### src/scope_cmd_pkg.sv
// Purpose: Shared constants and types for the scope setting command decoder
// Assumes: AXI4-Lite register access, 32-bit data, 8-bit byte addresses
// Notes:   Numeric arguments (offset, range) are signed millivolts
package scope_cmd_pkg;

   // Register byte addresses
   localparam logic [7:0] ADDR_CMD    = 8'h00;
   localparam logic [7:0] ADDR_ARG    = 8'h04;
   localparam logic [7:0] ADDR_RESP   = 8'h08;
   localparam logic [7:0] ADDR_STATUS = 8'h0C;
   localparam logic [7:0] ADDR_MASK   = 8'h10;
   localparam logic [7:0] ADDR_INFO   = 8'h14;

   // Command word fields
   localparam int CMD_OP_LSB  = 0;
   localparam int CMD_QRY_BIT = 4;
   localparam int CMD_CH_LSB  = 5;
   localparam int CMD_TOK_LSB = 8;
   localparam int CMD_WIDTH   = 12;

   typedef enum logic [3:0] {
      OP_ACQ_COUNT   = 4'h0, OP_ACQ_POINTS  = 4'h1, OP_ACQ_TYPE   = 4'h2,
      OP_CH_COUPLING = 4'h3, OP_CH_OFFSET   = 4'h4, OP_CH_PROBE   = 4'h5,
      OP_CH_RANGE    = 4'h6, OP_DISP_GRID   = 4'h7, OP_DISP_OVWR  = 4'h8,
      OP_DISP_JOIN   = 4'h9, OP_DISP_FILL   = 4'hA, OP_SYS_ERROR  = 4'hB
   } op_t;

   // Token encodings; averaging: 0 off, n selects 2**n
   localparam logic [3:0] AVG_OFF        = 4'h0;
   localparam logic [3:0] AVG_TOKEN_MAX  = 4'h8;
   localparam logic [3:0] ACQ_NORMAL     = 4'h0;
   localparam logic [3:0] DENSE_ACQUISITION        = 4'h1;
   localparam logic [3:0] ACCUMULATING_ACQUISITION = 4'h2;
   localparam logic [3:0] CPL_AC         = 4'h0;
   localparam logic [3:0] CPL_DC         = 4'h1;
   localparam logic [3:0] CPL_GND        = 4'h2;
   localparam logic [3:0] PROBE_X1       = 4'h0;
   localparam logic [3:0] PROBE_X100     = 4'h2;
   localparam logic [3:0] GRID_FULL      = 4'h0;
   localparam logic [3:0] GRID_AXES      = 4'h2;
   localparam logic [3:0] OVWR_INFINITE  = 4'h1;
   localparam logic [3:0] FILL_SINE      = 4'h1;
   localparam logic [3:0] FLAG_ON        = 4'h1;

   localparam logic [31:0] OFFSET_RESET  = 32'h0000_0000;
   localparam logic [31:0] RANGE_RESET   = 32'h0000_1F40;
   localparam logic [13:0] POINTS_MAX    = 14'h2000;
   localparam logic [15:0] ERR_CMD       = 16'hFF9C;
   localparam logic [15:0] ERR_NONE      = 16'h0000;
   localparam int          ERR_DEPTH     = 15;

   // Interrupt status bits
   localparam int ST_DONE = 0;
   localparam int ST_ERR  = 1;
   localparam int ST_OVF  = 2;
   localparam int ST_W    = 3;

   typedef enum logic [1:0] {CS_IDLE = 2'b00, CS_EXEC = 2'b01, CS_DONE = 2'b11} cmd_state_t;

   typedef struct packed {
      logic [3:0]        avgToken;
      logic [3:0]        acqMode;
      logic [3:0][3:0]   coupling;
      logic [3:0][31:0]  offset;
      logic [3:0][31:0]  vertPos;
      logic [3:0][3:0]   probe;
      logic [3:0][31:0]  range;
      logic [3:0]        grid;
      logic              overwriteMode;
      logic              dotJoin;
      logic              displayCurveFill;
   } settings_t;

endpackage : scope_cmd_pkg

### src/scope_setting_command_decoder.sv
// Purpose: Executes scope setting commands and queries written over AXI4-Lite
// Assumes: Points count comes from logic on ref_clk
// Notes:   One command at a time; answers appear in the response register
module scope_setting_command_decoder (
   // Clock and reset
   input  wire logic                     ref_clk,
   input  wire logic                     nrst,
   // AXI4-Lite slave
   input  wire logic [7:0]               s_axi_awaddr,
   input  wire logic                     s_axi_awvalid,
   output logic                          s_axi_awready,
   input  wire logic [31:0]              s_axi_wdata,
   input  wire logic [3:0]               s_axi_wstrb,
   input  wire logic                     s_axi_wvalid,
   output logic                          s_axi_wready,
   output logic [1:0]                    s_axi_bresp,
   output logic                          s_axi_bvalid,
   input  wire logic                     s_axi_bready,
   input  wire logic [7:0]               s_axi_araddr,
   input  wire logic                     s_axi_arvalid,
   output logic                          s_axi_arready,
   output logic [31:0]                   s_axi_rdata,
   output logic [1:0]                    s_axi_rresp,
   output logic                          s_axi_rvalid,
   input  wire logic                     s_axi_rready,
   // Acquisition side
   input  wire logic [13:0]              pointsCount,
   // Setting consumers
   output scope_cmd_pkg::settings_t      settings,
   output logic                          irq
);
   import scope_cmd_pkg::*;

   localparam logic [1:0] RESP_OK  = 2'b00;
   localparam logic [1:0] RESP_ERR = 2'b10;

   logic                          awHeld, next_awHeld;
   logic [7:0]                    awAddr, next_awAddr;
   logic                          wHeld, next_wHeld;
   logic [31:0]                   wData, next_wData;
   logic [3:0]                    wStrb, next_wStrb;
   logic [1:0]                    next_bresp, next_rresp;
   logic                          next_bvalid, next_rvalid;
   logic [31:0]                   next_rdata;
   cmd_state_t                    cmdState, next_cmdState;
   logic [CMD_WIDTH-1:0]          cmdWord, next_cmdWord;
   logic [31:0]                   argReg, next_argReg;
   logic [31:0]                   respReg, next_respReg;
   logic [ST_W-1:0]               status, next_status;
   logic [ST_W-1:0]               mask, next_mask;
   settings_t                     next_settings;
   logic [ERR_DEPTH-1:0][15:0]    errQ, next_errQ;
   logic [3:0]                    errCount, next_errCount;

   // Decoded command fields
   op_t                           cmdOp;
   logic                          cmdQuery;
   logic [2:0]                    cmdCh;
   logic [1:0]                    chIdx;
   logic [3:0]                    cmdTok;
   logic                          chOk;
   logic [13:0]                   pointsClamped;

   assign cmdOp    = op_t'(cmdWord[CMD_OP_LSB +: 4]);
   assign cmdQuery = cmdWord[CMD_QRY_BIT];
   assign cmdCh    = cmdWord[CMD_CH_LSB +: 3];
   assign chIdx    = 2'(cmdCh - 3'h1);
   assign cmdTok   = cmdWord[CMD_TOK_LSB +: 4];
   assign chOk     = (cmdCh >= 3'h1) && (cmdCh <= 3'h4);
   assign pointsClamped = (pointsCount > POINTS_MAX) ? POINTS_MAX : pointsCount;

   function automatic logic [31:0] mergeBytes(input logic [31:0] old,
                                              input logic [31:0] data,
                                              input logic [3:0]  strb);
      logic [31:0] res;
      res = old;
      for (int i = 0; i < 4; i++) begin
         if (strb[i]) begin
            res[8*i +: 8] = data[8*i +: 8];
         end
      end
      return res;
   endfunction : mergeBytes

   ////////////////////////////////////////////////////////////////////////////////
   // Next-state logic: bus slave, command execution, error queue, interrupts

   always_comb begin
      logic             doWrite;
      logic [7:0]       wAddrW;
      logic             cmdErr;
      logic [ST_W-1:0]  stSet;
      logic [ST_W-1:0]  stClr;
      doWrite        = 1'b0;
      wAddrW         = {awAddr[7:2], 2'b00};
      cmdErr         = 1'b0;
      stSet          = '0;
      stClr          = '0;
      next_awHeld    = awHeld;
      next_awAddr    = awAddr;
      next_wHeld     = wHeld;
      next_wData     = wData;
      next_wStrb     = wStrb;
      next_bvalid    = s_axi_bvalid;
      next_bresp     = s_axi_bresp;
      next_rvalid    = s_axi_rvalid;
      next_rresp     = s_axi_rresp;
      next_rdata     = s_axi_rdata;
      next_cmdState  = cmdState;
      next_cmdWord   = cmdWord;
      next_argReg    = argReg;
      next_respReg   = respReg;
      next_mask      = mask;
      next_settings  = settings;
      next_errQ      = errQ;
      next_errCount  = errCount;

      // Address and data taken independently, in either order
      if (s_axi_awvalid && s_axi_awready) begin
         next_awHeld = 1'b1;
         next_awAddr = s_axi_awaddr;
      end
      if (s_axi_wvalid && s_axi_wready) begin
         next_wHeld = 1'b1;
         next_wData = s_axi_wdata;
         next_wStrb = s_axi_wstrb;
      end
      if (s_axi_bvalid && s_axi_bready) begin
         next_bvalid = 1'b0;
      end
      if (awHeld && wHeld && !s_axi_bvalid) begin
         doWrite     = 1'b1;
         next_awHeld = 1'b0;
         next_wHeld  = 1'b0;
         next_bvalid = 1'b1;
         next_bresp  = RESP_OK;
         case (wAddrW)
            ADDR_CMD: begin
               // A second command while one executes is refused
               if (cmdState == CS_IDLE && wStrb[1:0] == 2'b11) begin
                  next_cmdWord  = wData[CMD_WIDTH-1:0];
                  next_cmdState = CS_EXEC;
               end else begin
                  next_bresp = RESP_ERR;
               end
            end
            ADDR_ARG:    next_argReg = mergeBytes(argReg, wData, wStrb);
            ADDR_STATUS: stClr = wStrb[0] ? wData[ST_W-1:0] : '0;
            ADDR_MASK:   next_mask = wStrb[0] ? wData[ST_W-1:0] : mask;
            ADDR_RESP, ADDR_INFO: ;
            default:     next_bresp = RESP_ERR;
         endcase
      end

      // Read channel
      if (s_axi_rvalid && s_axi_rready) begin
         next_rvalid = 1'b0;
      end
      if (s_axi_arvalid && s_axi_arready) begin
         next_rvalid = 1'b1;
         next_rresp  = RESP_OK;
         case ({s_axi_araddr[7:2], 2'b00})
            ADDR_CMD:    next_rdata = {20'h0_0000, cmdWord};
            ADDR_ARG:    next_rdata = argReg;
            ADDR_RESP:   next_rdata = respReg;
            ADDR_STATUS: next_rdata = {29'h0000_0000, status};
            ADDR_MASK:   next_rdata = {29'h0000_0000, mask};
            ADDR_INFO:   next_rdata = {27'h000_0000, errCount, cmdState != CS_IDLE};
            default: begin
               next_rdata = 32'h0000_0000;
               next_rresp = RESP_ERR;
            end
         endcase
      end

      // Command execution
      case (cmdState)
         CS_IDLE: ;
         CS_EXEC: begin
            next_cmdState = CS_DONE;
            case (cmdOp)
               OP_ACQ_COUNT: begin
                  if (cmdQuery) next_respReg = {28'h000_0000, settings.avgToken};
                  else if (cmdTok <= AVG_TOKEN_MAX) next_settings.avgToken = cmdTok;
                  else cmdErr = 1'b1;
               end
               OP_ACQ_POINTS: begin
                  if (cmdQuery) next_respReg = {18'h0_0000, pointsClamped};
                  else cmdErr = 1'b1;
               end
               OP_ACQ_TYPE: begin
                  if (cmdQuery) next_respReg = {28'h000_0000, settings.acqMode};
                  else if (cmdTok <= ACCUMULATING_ACQUISITION) next_settings.acqMode = cmdTok;
                  else cmdErr = 1'b1;
               end
               OP_CH_COUPLING, OP_CH_OFFSET, OP_CH_PROBE, OP_CH_RANGE: begin
                  if (!chOk) begin
                     cmdErr = 1'b1;
                  end else if (cmdQuery) begin
                     case (cmdOp)
                        OP_CH_COUPLING: next_respReg = {28'h000_0000, settings.coupling[chIdx]};
                        OP_CH_OFFSET:   next_respReg = settings.offset[chIdx];
                        OP_CH_PROBE:    next_respReg = {28'h000_0000, settings.probe[chIdx]};
                        default:        next_respReg = settings.range[chIdx];
                     endcase
                  end else begin
                     case (cmdOp)
                        OP_CH_COUPLING: begin
                           if (cmdTok <= CPL_GND) next_settings.coupling[chIdx] = cmdTok;
                           else cmdErr = 1'b1;
                        end
                        OP_CH_OFFSET: begin
                           next_settings.offset[chIdx]  = argReg;
                           next_settings.vertPos[chIdx] = 32'(~argReg + 32'h0000_0001);
                        end
                        OP_CH_PROBE: begin
                           if (cmdTok <= PROBE_X100) next_settings.probe[chIdx] = cmdTok;
                           else cmdErr = 1'b1;
                        end
                        default: begin
                           // A full scale must be positive
                           if (!argReg[31] && argReg != 32'h0000_0000) begin
                              next_settings.range[chIdx] = argReg;
                           end else begin
                              cmdErr = 1'b1;
                           end
                        end
                     endcase
                  end
               end
               OP_DISP_GRID: begin
                  if (cmdQuery) next_respReg = {28'h000_0000, settings.grid};
                  else if (cmdTok <= GRID_AXES) next_settings.grid = cmdTok;
                  else cmdErr = 1'b1;
               end
               OP_DISP_OVWR: begin
                  if (cmdQuery) next_respReg = {31'h0000_0000, settings.overwriteMode};
                  else if (cmdTok <= OVWR_INFINITE) next_settings.overwriteMode = cmdTok[0];
                  else cmdErr = 1'b1;
               end
               OP_DISP_JOIN: begin
                  if (cmdQuery) next_respReg = {31'h0000_0000, settings.dotJoin};
                  else if (cmdTok <= FLAG_ON) next_settings.dotJoin = cmdTok[0];
                  else cmdErr = 1'b1;
               end
               OP_DISP_FILL: begin
                  if (cmdQuery) next_respReg = {31'h0000_0000, settings.displayCurveFill};
                  else if (cmdTok <= FILL_SINE) next_settings.displayCurveFill = cmdTok[0];
                  else cmdErr = 1'b1;
               end
               OP_SYS_ERROR: begin
                  if (!cmdQuery) begin
                     cmdErr = 1'b1;
                  end else if (errCount == 4'h0) begin
                     next_respReg = {{16{ERR_NONE[15]}}, ERR_NONE};
                  end else begin
                     next_respReg = {{16{errQ[0][15]}}, errQ[0]};
                     for (int i = 0; i < ERR_DEPTH - 1; i++) begin
                        next_errQ[i] = errQ[i+1];
                     end
                     next_errQ[ERR_DEPTH-1] = ERR_NONE;
                     next_errCount = errCount - 4'h1;
                  end
               end
               default: cmdErr = 1'b1;
            endcase
            if (cmdErr) begin
               stSet[ST_ERR] = 1'b1;
               // Oldest errors kept; newest dropped once the queue is full
               if (errCount < 4'(ERR_DEPTH)) begin
                  next_errQ[errCount] = ERR_CMD;
                  next_errCount = errCount + 4'h1;
               end else begin
                  stSet[ST_OVF] = 1'b1;
               end
            end
         end
         CS_DONE: begin
            stSet[ST_DONE] = 1'b1;
            next_cmdState  = CS_IDLE;
         end
         default: next_cmdState = CS_IDLE;
      endcase

      // Set wins over a simultaneous write-one clear
      next_status = (status & ~stClr) | stSet;
      if (!doWrite) begin
         next_awHeld = next_awHeld;
      end
   end

   ////////////////////////////////////////////////////////////////////////////////
   // Registers

   always_ff @(posedge ref_clk) begin
      if (!nrst) begin
         awHeld        <= 1'b0;
         awAddr        <= 8'h00;
         wHeld         <= 1'b0;
         wData         <= 32'h0000_0000;
         wStrb         <= 4'h0;
         s_axi_awready <= 1'b0;
         s_axi_wready  <= 1'b0;
         s_axi_bvalid  <= 1'b0;
         s_axi_bresp   <= 2'b00;
         s_axi_arready <= 1'b0;
         s_axi_rvalid  <= 1'b0;
         s_axi_rresp   <= 2'b00;
         s_axi_rdata   <= 32'h0000_0000;
         cmdState      <= CS_IDLE;
         cmdWord       <= '0;
         argReg        <= 32'h0000_0000;
         respReg       <= 32'h0000_0000;
         status        <= '0;
         mask          <= '0;
         irq           <= 1'b0;
         errQ          <= '0;
         errCount      <= 4'h0;
         settings.avgToken         <= AVG_OFF;
         settings.acqMode          <= ACQ_NORMAL;
         settings.coupling         <= {4{CPL_DC}};
         settings.offset           <= {4{OFFSET_RESET}};
         settings.vertPos          <= {4{OFFSET_RESET}};
         settings.probe            <= {4{PROBE_X1}};
         settings.range            <= {4{RANGE_RESET}};
         settings.grid             <= GRID_FULL;
         settings.overwriteMode    <= 1'b0;
         settings.dotJoin          <= 1'b0;
         settings.displayCurveFill <= 1'b0;
      end else begin
         awHeld        <= next_awHeld;
         awAddr        <= next_awAddr;
         wHeld         <= next_wHeld;
         wData         <= next_wData;
         wStrb         <= next_wStrb;
         // Each channel ready only while its holding slot is free
         s_axi_awready <= !next_awHeld && !(s_axi_awvalid && s_axi_awready);
         s_axi_wready  <= !next_wHeld && !(s_axi_wvalid && s_axi_wready);
         s_axi_bvalid  <= next_bvalid;
         s_axi_bresp   <= next_bresp;
         s_axi_arready <= !next_rvalid && !(s_axi_arvalid && s_axi_arready);
         s_axi_rvalid  <= next_rvalid;
         s_axi_rresp   <= next_rresp;
         s_axi_rdata   <= next_rdata;
         cmdState      <= next_cmdState;
         cmdWord       <= next_cmdWord;
         argReg        <= next_argReg;
         respReg       <= next_respReg;
         status        <= next_status;
         mask          <= next_mask;
         irq           <= |(next_status & next_mask);
         errQ          <= next_errQ;
         errCount      <= next_errCount;
         settings      <= next_settings;
      end
   end

endmodule : scope_setting_command_decoder

### config.mk
export PLATFORM = sky130hd
export DESIGN_NAME = scope_setting_command_decoder
export DESIGN_NICKNAME = d
export VERILOG_FILES = /design/src/scope_cmd_pkg.sv /design/src/scope_setting_command_decoder.sv
export SDC_FILE = /design/constraint.sdc
export NUM_CORES = 2
export LEC_CHECK = 0
export BUFFER_PORTS_ARGS = -buffer_cell sky130_fd_sc_hd__buf_2
export CAP_MARGIN = 20
export CORE_MARGIN = 2
export CORE_UTILIZATION = 31
export CTS_CLUSTER_SIZE = 8
export DETAILED_ROUTE_END_ITERATION = 6
export PLACE_DENSITY_LB_ADDON = 0.15
export RECOVER_POWER = 100
export SYNTH_ARGS = -nofsm -noshare
export SYNTH_HDL_FRONTEND = slang
export SYNTH_SLANG_ARGS = --single-unit
export TNS_END_PERCENT = 30
### constraint.sdc
create_clock -name ref_clk -period 10.56 [get_ports ref_clk]
set_input_delay 1.584 -clock ref_clk [delete_from_list [all_inputs] [get_ports ref_clk]]
set_output_delay 1.584 -clock ref_clk [all_outputs]
set_load 0.01 [all_outputs]
==> results.toml <==
[yosys]
ys_async_sr_fraction_pct = 0
synthCells = 3675
yosysSeqAreaShare_pct = 48.6
synth-seq-cells = 839
synth.distinct_cells = 70
yosysTopAreaCell = "dfxtp_1"
synth-adder-area-share_pct = 0.362
synth_ff_type = "dfxtp_1"
synth-simple-area-share_pct = 16.5
yosys_warnings = 0
synth.cell_area_um2 = 34500
synth-xor-area-share_pct = 0.634
synth-compound-area-share_pct = 19.5
synth_edf_count = 0
synthMuxAreaShare_pct = 9.51
synth_top_family_by_area = "compound AO/OA/AOI/OAI gates"
yosysTopAreaCellShare_pct = 48.6
synth_area_leaders = "dfxtp_1 (49%), nand2_1 (7.7%), a21boi_0 (5.5%), mux2i_1 (4.8%), mux4_2 (4.7%)"
syn_avg_cell_area_um2 = 9.40

[pwr]
peakVddDrop_v = 0.000116
power.density_nw_per_um2 = 163
p_leak_nw = 13.7
total_power_mw = 6.64

[clocking]
h-tree-depth = 3
holdBufCountCts = 0
clk_latency_ps = 700
tritoncts = "done"
cts.path.max_buffers = 3
post_cts_buffers = 0
path_clk_slew_ps = 50
cts.repair.resized = 0
clock-root-buffer = "clkbuf_16"
clkSinkCount = 839
cts-buffers-inserted = 115

[timing]
post-route-period-util_pct = 65.0
max_slew_margin_pct = -205
tns_ps = 0
rsz0062_at_grt = "no"
hold_viol = 0
finalSetupViolCount = 0
fin_crit_ps = 6870
fmax_mhz = 146
timing.final.ws_setup_ps = 3690
slew_viol_final = 111
fin_skew_ps = 36.5
worst_pin_slew_ps = 4570

[layout]
final_common_cell = "dfxtp_1"
final_cell_mix = "dfxtp_1 (837), nand2_1 (705), clkbuf_1 (476), a21boi_0 (252), o21ai_0 (198)"
fin_cells = 5564
drive_gt1_share_pct = 12.1
final_nets = 4150
insertedDiodeCount = 0
areaGrowthSynthToFinish_pct = 18.2
fin_util_pct = 36.9

[floorplan]
core_area_um2 = 111000
die_area_um2 = 114000
num_rows = 122
die_h_um = 338
start_util_pct = 31.2
ioPinCount = 546
die_w_um = 338

[routing]
vias_per_cell = 5.10
dr.pass1.iters = 5
drc = 0
vias = 28400
drt_iter0_drc = 1936
drt-wirelength-per-cell_um = 23.7
wirelength_um = 132000
ant_nets = 0

[grt]
gr-usage-all-layers_pct = 22.5
grt_overflow_total = 0
antenna_found_initial = 1
grt_max_degree = 118
grt_pass1_vias = 27000
grt_pass1_wl_um = 190000

[setup_path]
cp-end-kind = "flip-flop"
crit_fanout = 110
critPathMostFrequentCell = "buf_4"
slowest_delay_ps = 3140
worst-setup-path-type = "input pin to flip-flop"
path_buf_inv = 3
cp.arrival_ps = 7450
crit_path_cell_trace = "clkbuf_1, buf_4, buf_4, nand2_1, o31ai_1"
cp_slowest_cell = "clkbuf_1"
cp.required_ps = 11140
critPathTopFamily = "buffers and inverters"
start_kind = "input pin"

[status]
run_status = "finished with violations"
violations = "capacitance limit, slew limit"

[placement]
port_buffers = 539
hpwl_um = 90900
dp_cells = 5435
place_ws_ps = 6010
place.gp.congestion = 0.811

[hold_path]
hold_class = "flip-flop to flip-flop"

[run]
drv_cap = 1
cell usage after synthesis (all sizes together) (6+ instances only):
library cell  instances
or4                   8
nor2b               165
a221oi               12
nor4                 18
or3                   6
o221ai                6
a21boi              252
buf                  65
xnor2                 9
mux4                 72
o221a               114
inv                  92
a211oi               20
a22o                 77
o21ai               205
nor2                 48
nand2               711
a32oi                 7
nand3                84
mux2i               165
o31ai                14
o21a                 11
and3                 25
o211ai               14
clkbuf              270
o211a                11
nor3                 17
nand4                 7
xor2                 16
nand2b               11
a22oi                42
dfxtp               839
ha                   10
a21oi               112
and2                 95
layout make-up:
type,count,area [µm²]
fillers,11500,69700
inverters,93,349
clock buffers,120,2910
clock inverters,6,100
flip-flops and latches,839,16800
multi-input cells,2409,16200
well taps,1488,1860
repair buffers,609,2650
routing by layer:
metal / routed length (µm) / up-vias / global-route usage (%)
met5: 0 / - / 0
met4: 5410 / 0 / 8.95
met3: 10100 / 221 / 6.53
met2: 60700 / 870 / 35.6
met1: 55900 / 13700 / 28.6
li1: - / 13600 / -
power by group:
group / leakage (nW) / switching [mW] / internal, mW
Sequential: 6.76 / 0.0155 / 3.18
Combinational: 5.51 / 0.0966 / 0.0548
Clock: 1.48 / 1.36 / 1.93
Total: 13.7 / 1.48 / 5.17
logic make-up (layout without fill, tap and decap cells):
logic type,after synthesis,in the layout
other,1,2
adders and majority gates,10,10
muxes,238,238
xor gates and xnor gates,25,25
AOI/OAI and AO/OA,915,915
and+or+nand+nor,1219,1219
DFF,839,839
buffers and inverters,428,828
sequential cells by signal, indices dropped and copies added (netlist names), 2 cells and up:
name,flops
s_axi_rdata,32
wStrb,4
argReg,32
status,3
mask,3
settings,427
errCount,4
awAddr,6
cmdWord,12
respReg,32
wData,32
cmdState,2
errQ,240
per-stage QoR:
stage / cell area [µm²] / hold WS, ps
6_report: 40800 / 435
5_1_grt: 40800 / 454
4_1_cts: 41400 / 439
3_5_place_dp: 38400 / 431
3_3_place_gp: 38400 / 425
2_1_floorplan: 34500 / 420
final timing paths:
path,startpoint,depth (start not counted),slack [ps],end
setup / recovery,nrst,5,3690,settings[276]
hold / removal,errQ[225],1,430,errQ[209]
setup reg to reg,argReg[0],10,6000,settings[115]
hold reg to reg,errQ[225],1,430,errQ[209]
Note: power is estimated with default switching activity, not from simulation.
